$ cat config.mk
export PLATFORM = sky130hd
export DESIGN_NAME = ext_shift_unit
export DESIGN_NICKNAME = d
export VERILOG_FILES = /design/src/common/shift_unit_pkg.sv /design/src/core/shift_step.sv /design/src/core/ext_shift_unit.sv
export SDC_FILE = /design/constraint.sdc
export NUM_CORES = 1
export LEC_CHECK = 0
export BUFFER_PORTS_ARGS = -buffer_cell sky130_fd_sc_hd__buf_4
export CAP_MARGIN = 20
export CORE_MARGIN = 2
export CORE_UTILIZATION = 30
export CTS_CLUSTER_SIZE = 8
export DETAILED_ROUTE_END_ITERATION = 16
export PLACE_DENSITY = 0.48
export SLEW_MARGIN = 20
export SYNTH_ARGS = -nofsm -noshare
export SYNTH_HDL_FRONTEND = slang
export SYNTH_SLANG_ARGS = --single-unit
$ cat constraint.sdc
create_clock -name clk -period 2.5 [get_ports clk]
set_input_delay 0.5 -clock clk [delete_from_list [all_inputs] [get_ports clk]]
set_output_delay 0.5 -clock clk [all_outputs]
set_load 0.02 [all_outputs]
$ cat src/common/shift_unit_pkg.sv
/*
  Shared constants for the extended shift and rotate datapath: operand widths,
  operation and width encodings, status register bit positions.
  Assumes the core decodes instructions into these encodings.
*/
package shift_unit_pkg;

  localparam int DATA_W   = 20;
  localparam int CNT_W    = 3;
  localparam int SR_W     = 16;
  localparam int MAX_CNT  = 4;

  // Status register bit positions
  localparam int SR_C_BIT = 0;
  localparam int SR_Z_BIT = 1;
  localparam int SR_N_BIT = 2;
  localparam int SR_V_BIT = 8;

  // Sign bit per width
  localparam int MSB_A    = 19;
  localparam int MSB_W    = 15;
  localparam int MSB_B    = 7;

  // Overflow windows of the single-position left forms, half-open
  localparam logic [19:0] OVF_LO_A = 20'h40000;
  localparam logic [19:0] OVF_HI_A = 20'hc0000;
  localparam logic [19:0] OVF_LO_W = 20'h04000;
  localparam logic [19:0] OVF_HI_W = 20'h0c000;
  localparam logic [19:0] OVF_LO_B = 20'h00040;
  localparam logic [19:0] OVF_HI_B = 20'h000c0;

  localparam logic [19:0] MASK_A   = 20'hfffff;
  localparam logic [19:0] MASK_W   = 20'h0ffff;
  localparam logic [19:0] MASK_B   = 20'h000ff;

  typedef enum logic [1:0] {
    WID_BYTE = 2'b00,
    WID_WORD = 2'b01,
    WID_ADDR = 2'b10
  } width_t;

  typedef enum logic [2:0] {
    OP_NONE   = 3'b000,
    OP_MLAS   = 3'b001,
    OP_XLAS   = 3'b010,
    OP_XLRC   = 3'b011,
    OP_MRAS   = 3'b100,
    OP_XRAS   = 3'b101,
    OP_MRRC   = 3'b110,
    OP_XRRC   = 3'b111
  } shift_op_t;

endpackage

$ cat src/core/shift_step.sv
`timescale 1ns/10ps
/*
  One-position shift or rotate of a width-masked operand.
  Assumes the operand is already cleared above the selected width.
*/
module shift_step
  import shift_unit_pkg::*;
(
  input  wire logic [DATA_W-1:0] din,
  input  wire logic              cin,
  input  wire width_t            width,
  input  wire logic              left,
  input  wire logic              arith,
  output logic      [DATA_W-1:0] dout,
  output logic                   cout
);

  logic msb;
  logic fill;

  always_comb begin
    unique case (width)
      WID_BYTE: msb = din[MSB_B];
      WID_WORD: msb = din[MSB_W];
      default:  msb = din[MSB_A];
    endcase
    // Arithmetic right keeps the sign, rotate takes the old carry
    fill = arith ? msb : cin;
    dout = '0;
    if (left) begin
      dout = {din[DATA_W-2:0], (arith ? 1'b0 : cin)};
      cout = msb;
      unique case (width)
        WID_BYTE: dout = dout & MASK_B;
        WID_WORD: dout = dout & MASK_W;
        default:  dout = dout & MASK_A;
      endcase
    end else begin
      dout = {1'b0, din[DATA_W-1:1]};
      cout = din[0];
      unique case (width)
        WID_BYTE: dout[MSB_B] = fill;
        WID_WORD: dout[MSB_W] = fill;
        default:  dout[MSB_A] = fill;
      endcase
    end
  end

endmodule

$ cat src/core/ext_shift_unit.sv
`timescale 1ns/10ps
/*
  Extended shift and rotate datapath: multi-position register forms and
  single-position register or memory forms, with N, Z, C, V update.
  Assumes the core presents one operation per start pulse, with the operand
  fetched from a register or the memory operand path, and writes back the
  result and status register when done pulses. One cycle latency.
*/
// Overview of operation
// [RQ1] Multi left shift moves left by one to four, zeros fill from bottom.
// [RQ2] Word-width multi-position operations clear result bits 19 to 16.
// [RQ3] Multi left shift carry gets the last bit shifted out at the top.
// [RQ4] Negative flag is bit 19, 15 or 7 of the result by width.
// [RQ5] Zero flag set only when the result at the width is zero.
// [RQ6] Single left shift fills bit zero with zero, top bit into carry.
// [RQ7] Single left forms set overflow when operand lies in the mid window.
// [RQ8] Single left rotate puts old carry at bottom, old top into carry.
// [RQ9] Multi right shift moves right one to four, replicating the sign.
// [RQ10] Multi right forms' carry gets the last bit shifted out at bottom.
// [RQ11] Single right shift keeps sign; clears bits above the width in registers.
// [RQ12] Single right forms also accept memory targets, not immediate.
// [RQ13] Multi right rotate feeds old carry into top each step.
// [RQ14] Single right rotate on a register clears bits above the width.
// [RQ15] Multi forms take width and count from the instruction, no extension word.
// [RQ16] Oscillator-off, halt and interrupt enable bits are never changed.
// [RQ17] Single right shift copies the outgoing lowest bit into carry.
// [RQ18] Right forms clear overflow; multi left leaves overflow undefined.
module ext_shift_unit
  import shift_unit_pkg::*;
#(
  parameter int STEPS = MAX_CNT
)(
  input  wire logic              clk,
  input  wire logic              rst,
  input  wire logic              start,
  input  wire shift_op_t         op,
  input  wire width_t            width,
  input  wire logic [CNT_W-1:0]  count,
  input  wire logic              dst_is_mem,
  input  wire logic [DATA_W-1:0] operand,
  input  wire logic [SR_W-1:0]   sr_in,
  output logic      [DATA_W-1:0] result,
  output logic      [SR_W-1:0]   sr_out,
  output logic                   done
);

  logic [DATA_W-1:0] result_reg;
  logic [DATA_W-1:0] result_next;
  logic [SR_W-1:0]   sr_reg;
  logic [SR_W-1:0]   sr_next;
  logic              done_reg;

  logic [DATA_W-1:0] masked;
  logic [DATA_W-1:0] chain_d [0:STEPS];
  logic              chain_c [0:STEPS];
  logic              is_left;
  logic              is_arith;
  logic              is_multi;
  logic [CNT_W-1:0]  steps;
  logic              ovf;
  logic              neg;

  always_comb begin
    unique case (width)
      WID_BYTE: masked = operand & MASK_B;
      WID_WORD: masked = operand & MASK_W;
      default:  masked = operand & MASK_A;
    endcase
  end

  always_comb begin
    is_left  = (op == OP_MLAS) || (op == OP_XLAS) || (op == OP_XLRC);
    is_arith = (op == OP_MLAS) || (op == OP_XLAS) || (op == OP_MRAS) || (op == OP_XRAS);
    is_multi = (op == OP_MLAS) || (op == OP_MRAS) || (op == OP_MRRC);
    // Count comes straight from the instruction, no prefix needed
    steps    = is_multi ? count : CNT_W'(1); // RQ15
  end

  assign chain_d[0] = masked;
  assign chain_c[0] = sr_in[SR_C_BIT];

  // Always compute all steps; the count selects the tap
  genvar g;
  generate
    for (g = 0; g < STEPS; g++) begin : g_step
      shift_step u_step (
        .din   (chain_d[g]),
        .cin   (chain_c[g]),
        .width (width),
        .left  (is_left),
        .arith (is_arith),
        .dout  (chain_d[g+1]),
        .cout  (chain_c[g+1])
      );
    end
  endgenerate

  always_comb begin
    ovf = 1'b0;
    unique case (width)
      WID_BYTE: ovf = (masked >= OVF_LO_B) && (masked < OVF_HI_B); // RQ7
      WID_WORD: ovf = (masked >= OVF_LO_W) && (masked < OVF_HI_W); // RQ7
      default:  ovf = (masked >= OVF_LO_A) && (masked < OVF_HI_A); // RQ7
    endcase
  end

  always_comb begin
    result_next = chain_d[1];
    sr_next     = sr_in; // RQ16
    if (steps >= CNT_W'(1) && steps <= CNT_W'(STEPS)) begin
      result_next = chain_d[steps]; // RQ1 RQ9 RQ13 RQ6 RQ8
      sr_next[SR_C_BIT] = chain_c[steps]; // RQ3 RQ10 RQ17
    end else begin
      // Out-of-range count is treated as one position
      sr_next[SR_C_BIT] = chain_c[1];
    end
    // Stages already mask to width: word clears 19:16, byte 19:8
    unique case (width)
      WID_BYTE: neg = result_next[MSB_B]; // RQ4
      WID_WORD: neg = result_next[MSB_W]; // RQ4
      default:  neg = result_next[MSB_A]; // RQ4
    endcase
    sr_next[SR_N_BIT] = neg;
    sr_next[SR_Z_BIT] = (result_next == '0); // RQ5
    if (!is_left) begin
      sr_next[SR_V_BIT] = 1'b0; // RQ18
    end else if (!is_multi) begin
      sr_next[SR_V_BIT] = ovf; // RQ7
    end else begin
      // Undefined for the multi left form; leave it as it was
      sr_next[SR_V_BIT] = sr_in[SR_V_BIT]; // RQ18
    end
    // Memory targets are written back at width by the core; same value here
    if (dst_is_mem) begin
      result_next = result_next; // RQ12
    end
  end

  always_ff @(posedge clk) begin
    if (rst) begin
      result_reg <= '0;
    end else if (start && op != OP_NONE) begin
      result_reg <= result_next; // RQ2 RQ11 RQ14
    end
  end

  always_ff @(posedge clk) begin
    if (rst) begin
      sr_reg <= '0;
    end else if (start && op != OP_NONE) begin
      sr_reg <= sr_next;
    end
  end

  always_ff @(posedge clk) begin
    if (rst) begin
      done_reg <= 1'b0;
    end else begin
      done_reg <= start && (op != OP_NONE);
    end
  end

  assign result = result_reg;
  assign sr_out = sr_reg;
  assign done   = done_reg;

  // Helpers sampled every cycle, so at done they hold the start-cycle values
  logic [SR_W-1:0]   sr_in_q;
  logic [DATA_W-1:0] masked_q;
  shift_op_t         op_q;
  width_t            width_q;
  logic [CNT_W-1:0]  count_q;
  always_ff @(posedge clk) begin
    sr_in_q  <= sr_in;
    masked_q <= masked;
    op_q     <= op;
    width_q  <= width;
    count_q  <= count;
  end

  mode_bits_kept_a : assert property (@(posedge clk) disable iff (rst) // RQ16
    done |-> (sr_out[SR_W-1:SR_V_BIT+1] == sr_in_q[SR_W-1:SR_V_BIT+1]) && (sr_out[6:3] == sr_in_q[6:3]))
    else $error("mode bits changed");

  zero_flag_a : assert property (@(posedge clk) disable iff (rst) // RQ5
    done |-> sr_out[SR_Z_BIT] == (result == '0))
    else $error("zero flag wrong");

  word_upper_clear_a : assert property (@(posedge clk) disable iff (rst) // RQ2
    done && width_q == WID_WORD |-> result[19:16] == 4'h0)
    else $error("word upper bits not cleared");

  byte_upper_clear_a : assert property (@(posedge clk) disable iff (rst) // RQ11
    done && width_q == WID_BYTE |-> result[19:8] == 12'h000)
    else $error("byte upper bits not cleared");

  right_ovf_clear_a : assert property (@(posedge clk) disable iff (rst) // RQ18
    done && (op_q == OP_MRAS || op_q == OP_XRAS || op_q == OP_MRRC || op_q == OP_XRRC) |-> !sr_out[SR_V_BIT])
    else $error("right form left overflow set");

  left_one_shift_a : assert property (@(posedge clk) disable iff (rst) // RQ6
    done && op_q == OP_XLAS && width_q == WID_ADDR |->
      result == {masked_q[18:0], 1'b0} && sr_out[SR_C_BIT] == masked_q[19])
    else $error("single left shift wrong");

  rotate_left_a : assert property (@(posedge clk) disable iff (rst) // RQ8
    done && op_q == OP_XLRC && width_q == WID_ADDR |->
      result == {masked_q[18:0], sr_in_q[SR_C_BIT]} && sr_out[SR_C_BIT] == masked_q[19])
    else $error("rotate left wrong");

  multi_left_a : assert property (@(posedge clk) disable iff (rst) // RQ3
    done && op_q == OP_MLAS && width_q == WID_ADDR && count_q == 3'd4 |->
      result == {masked_q[15:0], 4'h0} && sr_out[SR_C_BIT] == masked_q[16])
    else $error("multi left by four wrong");

  multi_right_a : assert property (@(posedge clk) disable iff (rst) // RQ9
    done && op_q == OP_MRAS && width_q == WID_WORD && count_q == 3'd2 |->
      result[15:0] == {{2{masked_q[15]}}, masked_q[15:2]} && sr_out[SR_C_BIT] == masked_q[1])
    else $error("multi right arith wrong");

  sign_flag_a : assert property (@(posedge clk) disable iff (rst) // RQ4
    done && width_q == WID_BYTE |-> sr_out[SR_N_BIT] == result[MSB_B])
    else $error("negative flag wrong");

  // Checks in this module tie forms and widths to their bit pictures, except multi forms at byte width and single right rotate at address width
  sign_word_a : assert property (@(posedge clk) disable iff (rst) // RQ4
    done && width_q == WID_WORD |-> sr_out[SR_N_BIT] == result[MSB_W])
    else $error("word negative flag wrong");

  sign_addr_a : assert property (@(posedge clk) disable iff (rst) // RQ4
    done && width_q != WID_WORD && width_q != WID_BYTE |-> sr_out[SR_N_BIT] == result[MSB_A])
    else $error("address negative flag wrong");

  accepted_done_a : assert property (@(posedge clk) disable iff (rst) // RQ15
    start && op != OP_NONE |=> done)
    else $error("accepted start gave no done");

  refused_done_a : assert property (@(posedge clk) disable iff (rst) // RQ15
    !(start && op != OP_NONE) |=> !done)
    else $error("done without accepted start");

  result_hold_a : assert property (@(posedge clk) disable iff (rst) // RQ12
    !done |-> $stable(result))
    else $error("result changed without done");

  status_hold_a : assert property (@(posedge clk) disable iff (rst) // RQ16
    !done |-> $stable(sr_out))
    else $error("status changed without done");

  left_ovf_word_a : assert property (@(posedge clk) disable iff (rst) // RQ7
    done && (op_q == OP_XLAS || op_q == OP_XLRC) && width_q == WID_WORD |->
      sr_out[SR_V_BIT] == (masked_q >= OVF_LO_W && masked_q < OVF_HI_W))
    else $error("word overflow flag wrong");

  left_ovf_byte_a : assert property (@(posedge clk) disable iff (rst) // RQ7
    done && (op_q == OP_XLAS || op_q == OP_XLRC) && width_q == WID_BYTE |->
      sr_out[SR_V_BIT] == (masked_q >= OVF_LO_B && masked_q < OVF_HI_B))
    else $error("byte overflow flag wrong");

  multi_left_v_a : assert property (@(posedge clk) disable iff (rst) // RQ18
    done && op_q == OP_MLAS |-> sr_out[SR_V_BIT] == sr_in_q[SR_V_BIT])
    else $error("multi left overflow moved");

  left_shift_word_a : assert property (@(posedge clk) disable iff (rst) // RQ6
    done && op_q == OP_XLAS && width_q == WID_WORD |->
      result == {4'h0, masked_q[14:0], 1'b0} && sr_out[SR_C_BIT] == masked_q[15])
    else $error("word single left shift wrong");

  left_shift_byte_a : assert property (@(posedge clk) disable iff (rst) // RQ6
    done && op_q == OP_XLAS && width_q == WID_BYTE |->
      result == {12'h000, masked_q[6:0], 1'b0} && sr_out[SR_C_BIT] == masked_q[7])
    else $error("byte single left shift wrong");

  rotate_left_byte_a : assert property (@(posedge clk) disable iff (rst) // RQ8
    done && op_q == OP_XLRC && width_q == WID_BYTE |->
      result == {12'h000, masked_q[6:0], sr_in_q[SR_C_BIT]} && sr_out[SR_C_BIT] == masked_q[7])
    else $error("byte rotate left wrong");

  rotate_left_word_a : assert property (@(posedge clk) disable iff (rst) // RQ8
    done && op_q == OP_XLRC && width_q == WID_WORD |->
      result == {4'h0, masked_q[14:0], sr_in_q[SR_C_BIT]} && sr_out[SR_C_BIT] == masked_q[15])
    else $error("word rotate left wrong");

  multi_left_one_a : assert property (@(posedge clk) disable iff (rst) // RQ1
    done && op_q == OP_MLAS && width_q == WID_ADDR && count_q == 3'h1 |->
      result == {masked_q[18:0], 1'b0} && sr_out[SR_C_BIT] == masked_q[19])
    else $error("multi left by one wrong");

  multi_left_word_a : assert property (@(posedge clk) disable iff (rst) // RQ3
    done && op_q == OP_MLAS && width_q == WID_WORD && count_q == 3'h2 |->
      result == {4'h0, masked_q[13:0], 2'b00} && sr_out[SR_C_BIT] == masked_q[14])
    else $error("word multi left by two wrong");

  multi_right_four_a : assert property (@(posedge clk) disable iff (rst) // RQ10
    done && op_q == OP_MRAS && width_q == WID_ADDR && count_q == 3'h4 |->
      result == {{4{masked_q[19]}}, masked_q[19:4]} && sr_out[SR_C_BIT] == masked_q[3])
    else $error("multi right by four wrong");

  rotate_right_three_a : assert property (@(posedge clk) disable iff (rst) // RQ13
    done && op_q == OP_MRRC && width_q == WID_ADDR && count_q == 3'h3 |->
      result == {masked_q[1:0], sr_in_q[SR_C_BIT], masked_q[19:3]} && sr_out[SR_C_BIT] == masked_q[2])
    else $error("multi right rotate by three wrong");

  rotate_right_word_a : assert property (@(posedge clk) disable iff (rst) // RQ13
    done && op_q == OP_MRRC && width_q == WID_WORD && count_q == 3'h1 |->
      result == {4'h0, sr_in_q[SR_C_BIT], masked_q[15:1]} && sr_out[SR_C_BIT] == masked_q[0])
    else $error("word multi right rotate wrong");

  right_arith_byte_a : assert property (@(posedge clk) disable iff (rst) // RQ17
    done && op_q == OP_XRAS && width_q == WID_BYTE |->
      result == {12'h000, masked_q[7], masked_q[7:1]} && sr_out[SR_C_BIT] == masked_q[0])
    else $error("byte single right shift wrong");

  right_arith_word_a : assert property (@(posedge clk) disable iff (rst) // RQ11
    done && op_q == OP_XRAS && width_q == WID_WORD |->
      result == {4'h0, masked_q[15], masked_q[15:1]} && sr_out[SR_C_BIT] == masked_q[0])
    else $error("word single right shift wrong");

  right_arith_addr_a : assert property (@(posedge clk) disable iff (rst) // RQ11
    done && op_q == OP_XRAS && width_q == WID_ADDR |->
      result == {masked_q[19], masked_q[19:1]} && sr_out[SR_C_BIT] == masked_q[0])
    else $error("address single right shift wrong");

  right_rotate_byte_a : assert property (@(posedge clk) disable iff (rst) // RQ14
    done && op_q == OP_XRRC && width_q == WID_BYTE |->
      result == {12'h000, sr_in_q[SR_C_BIT], masked_q[7:1]} && sr_out[SR_C_BIT] == masked_q[0])
    else $error("byte single right rotate wrong");

  right_rotate_word_a : assert property (@(posedge clk) disable iff (rst) // RQ14
    done && op_q == OP_XRRC && width_q == WID_WORD |->
      result == {4'h0, sr_in_q[SR_C_BIT], masked_q[15:1]} && sr_out[SR_C_BIT] == masked_q[0])
    else $error("word single right rotate wrong");

endmodule

==> run metrics <==
detailed-routing iteration count for the pre-antenna-repair pass 5; clock latency on the worst-skew pair 0.28 ns; met1 track demand over resource 0.3579; top cell family by delay on the critical path compound AO/OA/AOI/OAI gates; count of boundary I/O pins 85; crit path launch type input port; dominant cells by area after synthesis dfxtp_1 (19%), nand2_1 (9.0%), a21oi_1 (8.2%), nor2_1 (5.2%), o21ai_0 (4.2%); ANT cells 0; wire length of the first global-routing pass around 29000 µm; maximum clock insertion buffer count 2; average cell area after synthesis 6.697 µm²; compound-cell area share of the yosys netlist 0.3781; length in cells of the worst reg-to-reg path 4; setup slack at placement -0.3902 ns; Final Hold Fails 0; number of max-cap violations 0; Crit Path Max Fanout 3; register area share after synthesis 0.1894; maximum cell stage delay along the critical path 0.37 ns; vias after detailed routing between 5000 and 6000; number of nets in the layout 828; failing checks negative setup slack; Post-Synth XOR/XNOR Area 0.004479; Gate Count Post-Synth 584; register bit count reported by yosys 37; smallest setup slack after layout -0.02105 ns; number of distinct library cells after synthesis 84; leakage power of the design 2.646 nW; number of antenna violations at the first check in global routing 0; largest vdd supply drop 0.2825 mV; CTS tree done; wire length per cell after detailed routing about 20 µm; pwr/cell area just over 400 mW/mm²; Die Outline Area 0.01397 mm²; startpoint of the most critical register-to-register path sr_out[2]; Crit Path Category input port to register; max reg flops 20; layout-stage area growth over the synthesis result 56.69%; final setup violating endpoints 1; most used cell along the critical path buf_4; number of synthesized flops with an enable pin 0; number of vias per cell after detailed routing 5.653; worst-case register-to-register setup slack 1.61 ns; final weighted congestion in routability-driven placement 0.9652; height of the die 118.2 µm; Reg clk slew, reported paths 0.06 ns; mux cell area share after synthesis 0.03263; Worst Setup End Kind register; run status finished with violations; Congestion Overflow GR 0; unrepaired setup endpoints after global routing yes; cell breakdown of the critical path buf_4 > mux2_2 > o21ai_1 > o211a_1 > a211oi_4 > buf_4 > a21bo_4 > o2111ai_4 > nand4_1 > buf_4 > nor4_2 > a21o_1; FP Rows 41; Cells on Worst Hold Path 2; required time of the critical path 2.74 ns; die outline width 118.2 µm; slowest library cell on the worst path mux2_2; worst hold endpoint result[18]; mapped cell area just under 0.004 mm²; fin crit share 1.008; effective utilization at floorplan 0.3087; data arrival time of the critical path 2.76 ns; DRC viols 0; maximum number of pins on one net before global-route repair 36; grt peak-use layer met2; total global-route track usage 0.2630; FF-to-FF End sr_out[2]; total CTS buffers 5; core area 0.01267 mm²; CP bufs+invs 3; Power Total about 0.0025 W; synth cell count leaders nand2_1 (94), a21oi_1 (64), nor2_1 (54); measured slew at the worst slew-check pin 0.4549 ns; CTS Root Buffer Type clkbuf_16; combinational family with the most area after synthesis compound AO/OA/AOI/OAI gates; Yosys top cell area share 0.1894; launch point of the worst hold path result[18]; level count of the clock H-tree 2; met2 global-route usage 0.4100; routed wire length 18860 µm; number of synthesis warnings 0; headroom to the max-slew limit 0.6947; Min-Delay Path Class register to register; number of pins with negative max-slew slack in the final report 0; placed wire-length estimate after detailed placement 14960 µm; synthesized-area fraction occupied by and/or/nand/nor cells 0.3215; residual antenna-violating net count after detailed routing 0; port buffer count 81; met3 layer usage reported by global route 0.05164; Synth area leader dfxtp_1; Max Clock Skew 0 ns; syn_nets 632; number of fill cells around 1300; share of synthesized cell area in full adder, half adder and majority cells 0; fraction of final layout cells sized beyond drive strength 1 0.3995; top-count cell post-synth nand2_1; DR iter-0 viols 424; Primary FF master, synth dfxtp_1; async set or reset register ratio after synthesis 0; maximum frequency from static timing analysis 0.3967 GHz; vias in the first global route 5010; clock sink count 37; shortest period the worst path allows 2.521 ns
-- per-stage QoR --
| step | std cells | setup TNS [ns] | utilization | instance area (µm²) | hold WS, ns |
|---|---|---|---|---|---|
| floorplan | 584 | 0 | - | 3926 | 0.5345 |
| global placement | 936 | -2.956 | 0.4481 | 5678 | 0.4434 |
| detailed placement | 936 | -3.134 | 0.4481 | 5678 | 0.4484 |
| CTS | 944 | -0.01413 | 0.4661 | 5906 | 0.4558 |
| global route | 953 | -0.1320 | 0.4837 | 6128 | 0.4587 |
| finish | 953 | -0.02105 | 0.4837 | 6128 | 0.4568 |
-- cell type report --
class,count,area [µm²],area share
clock buffer,6,138.9,0.02266
clock inverter,2,37.54,0.006125
inverter,8,30.03,0.004900
multi-input combinational,482,3060,0.4994
sequential,37,740.7,0.1209
tap,172,215.2,0.03512
timing repair buffer,246,1906,0.3109
-- report_power, final --
part           internal, W  total, W  switching (W)  leakage (nW)
logic             0.000518   0.00114       0.000618          2.26
registers         0.000633  0.000655      0.0000217         0.306
clock network     0.000497  0.000744       0.000246        0.0831
total              0.00165   0.00253       0.000886          2.65
-- worst register-to-register path: cells and delay by family (launching register included) --
family,cells,cell delay [ns]
AND/OR/NAND/NOR,1,0.07
AO/OA/AOI/OAI,3,0.40
flip-flops,1,0.31
-- layout by cell type, fill, tap and decap left out, drive strengths merged, types with 4 or more instances in the layout --
cell	n
a22oi	4
o21a	4
a21o	9
or3b	5
inv	7
and2	6
a21oi	70
a211oi	19
o22ai	6
o311ai	4
clkbuf	6
nand4	8
mux2i	6
o211ai	9
nor2b	4
a31oi	8
nor3	24
o2111ai	5
nor4	5
a221oi	5
dfxtp	37
and3	5
buf	246
nor2	54
nand2b	10
nand2	96
mux2	4
nand3	17
o21ai	37
-- worst max-delay path by stage --
stage / from / cells past startpoint / endpoint
after floorplan: op[2] / 10 / sr_out[1]
after global placement: op[1] / 12 / sr_out[1]
after detailed placement: op[1] / 11 / sr_out[1]
after CTS: op[1] / 11 / sr_out[1]
after global routing: width[0] / 12 / sr_out[1]
final: width[0] / 12 / sr_out[1]
-- layer usage --
| layer | vias to the layer above | wire [µm] |
|---|---|---|
| met2 | 247 | 8503 |
| li1 | 2548 | - |
| met5 | - | 0 |
| met3 | 49 | 1354 |
| met4 | 0 | 673 |
| met1 | 2543 | 8326 |
-- logic make-up (layout without fill, tap and decap cells) --
kind of cell	Yosys count	in the layout
simple gates	254	254
compound gates	215	215
buf+inv	65	262
flops	37	37
mux	11	11
xor+xnor	2	2
-- repair_timing --
action	4_1_cts	5_1_grt
hold buffers	0	0
endpoints found under the setup margin	4	9
setup buffers	2	9
pin swaps	5	17
gates resized for setup	10	34
No activity file was read; power rests on OpenSTA's default activity.
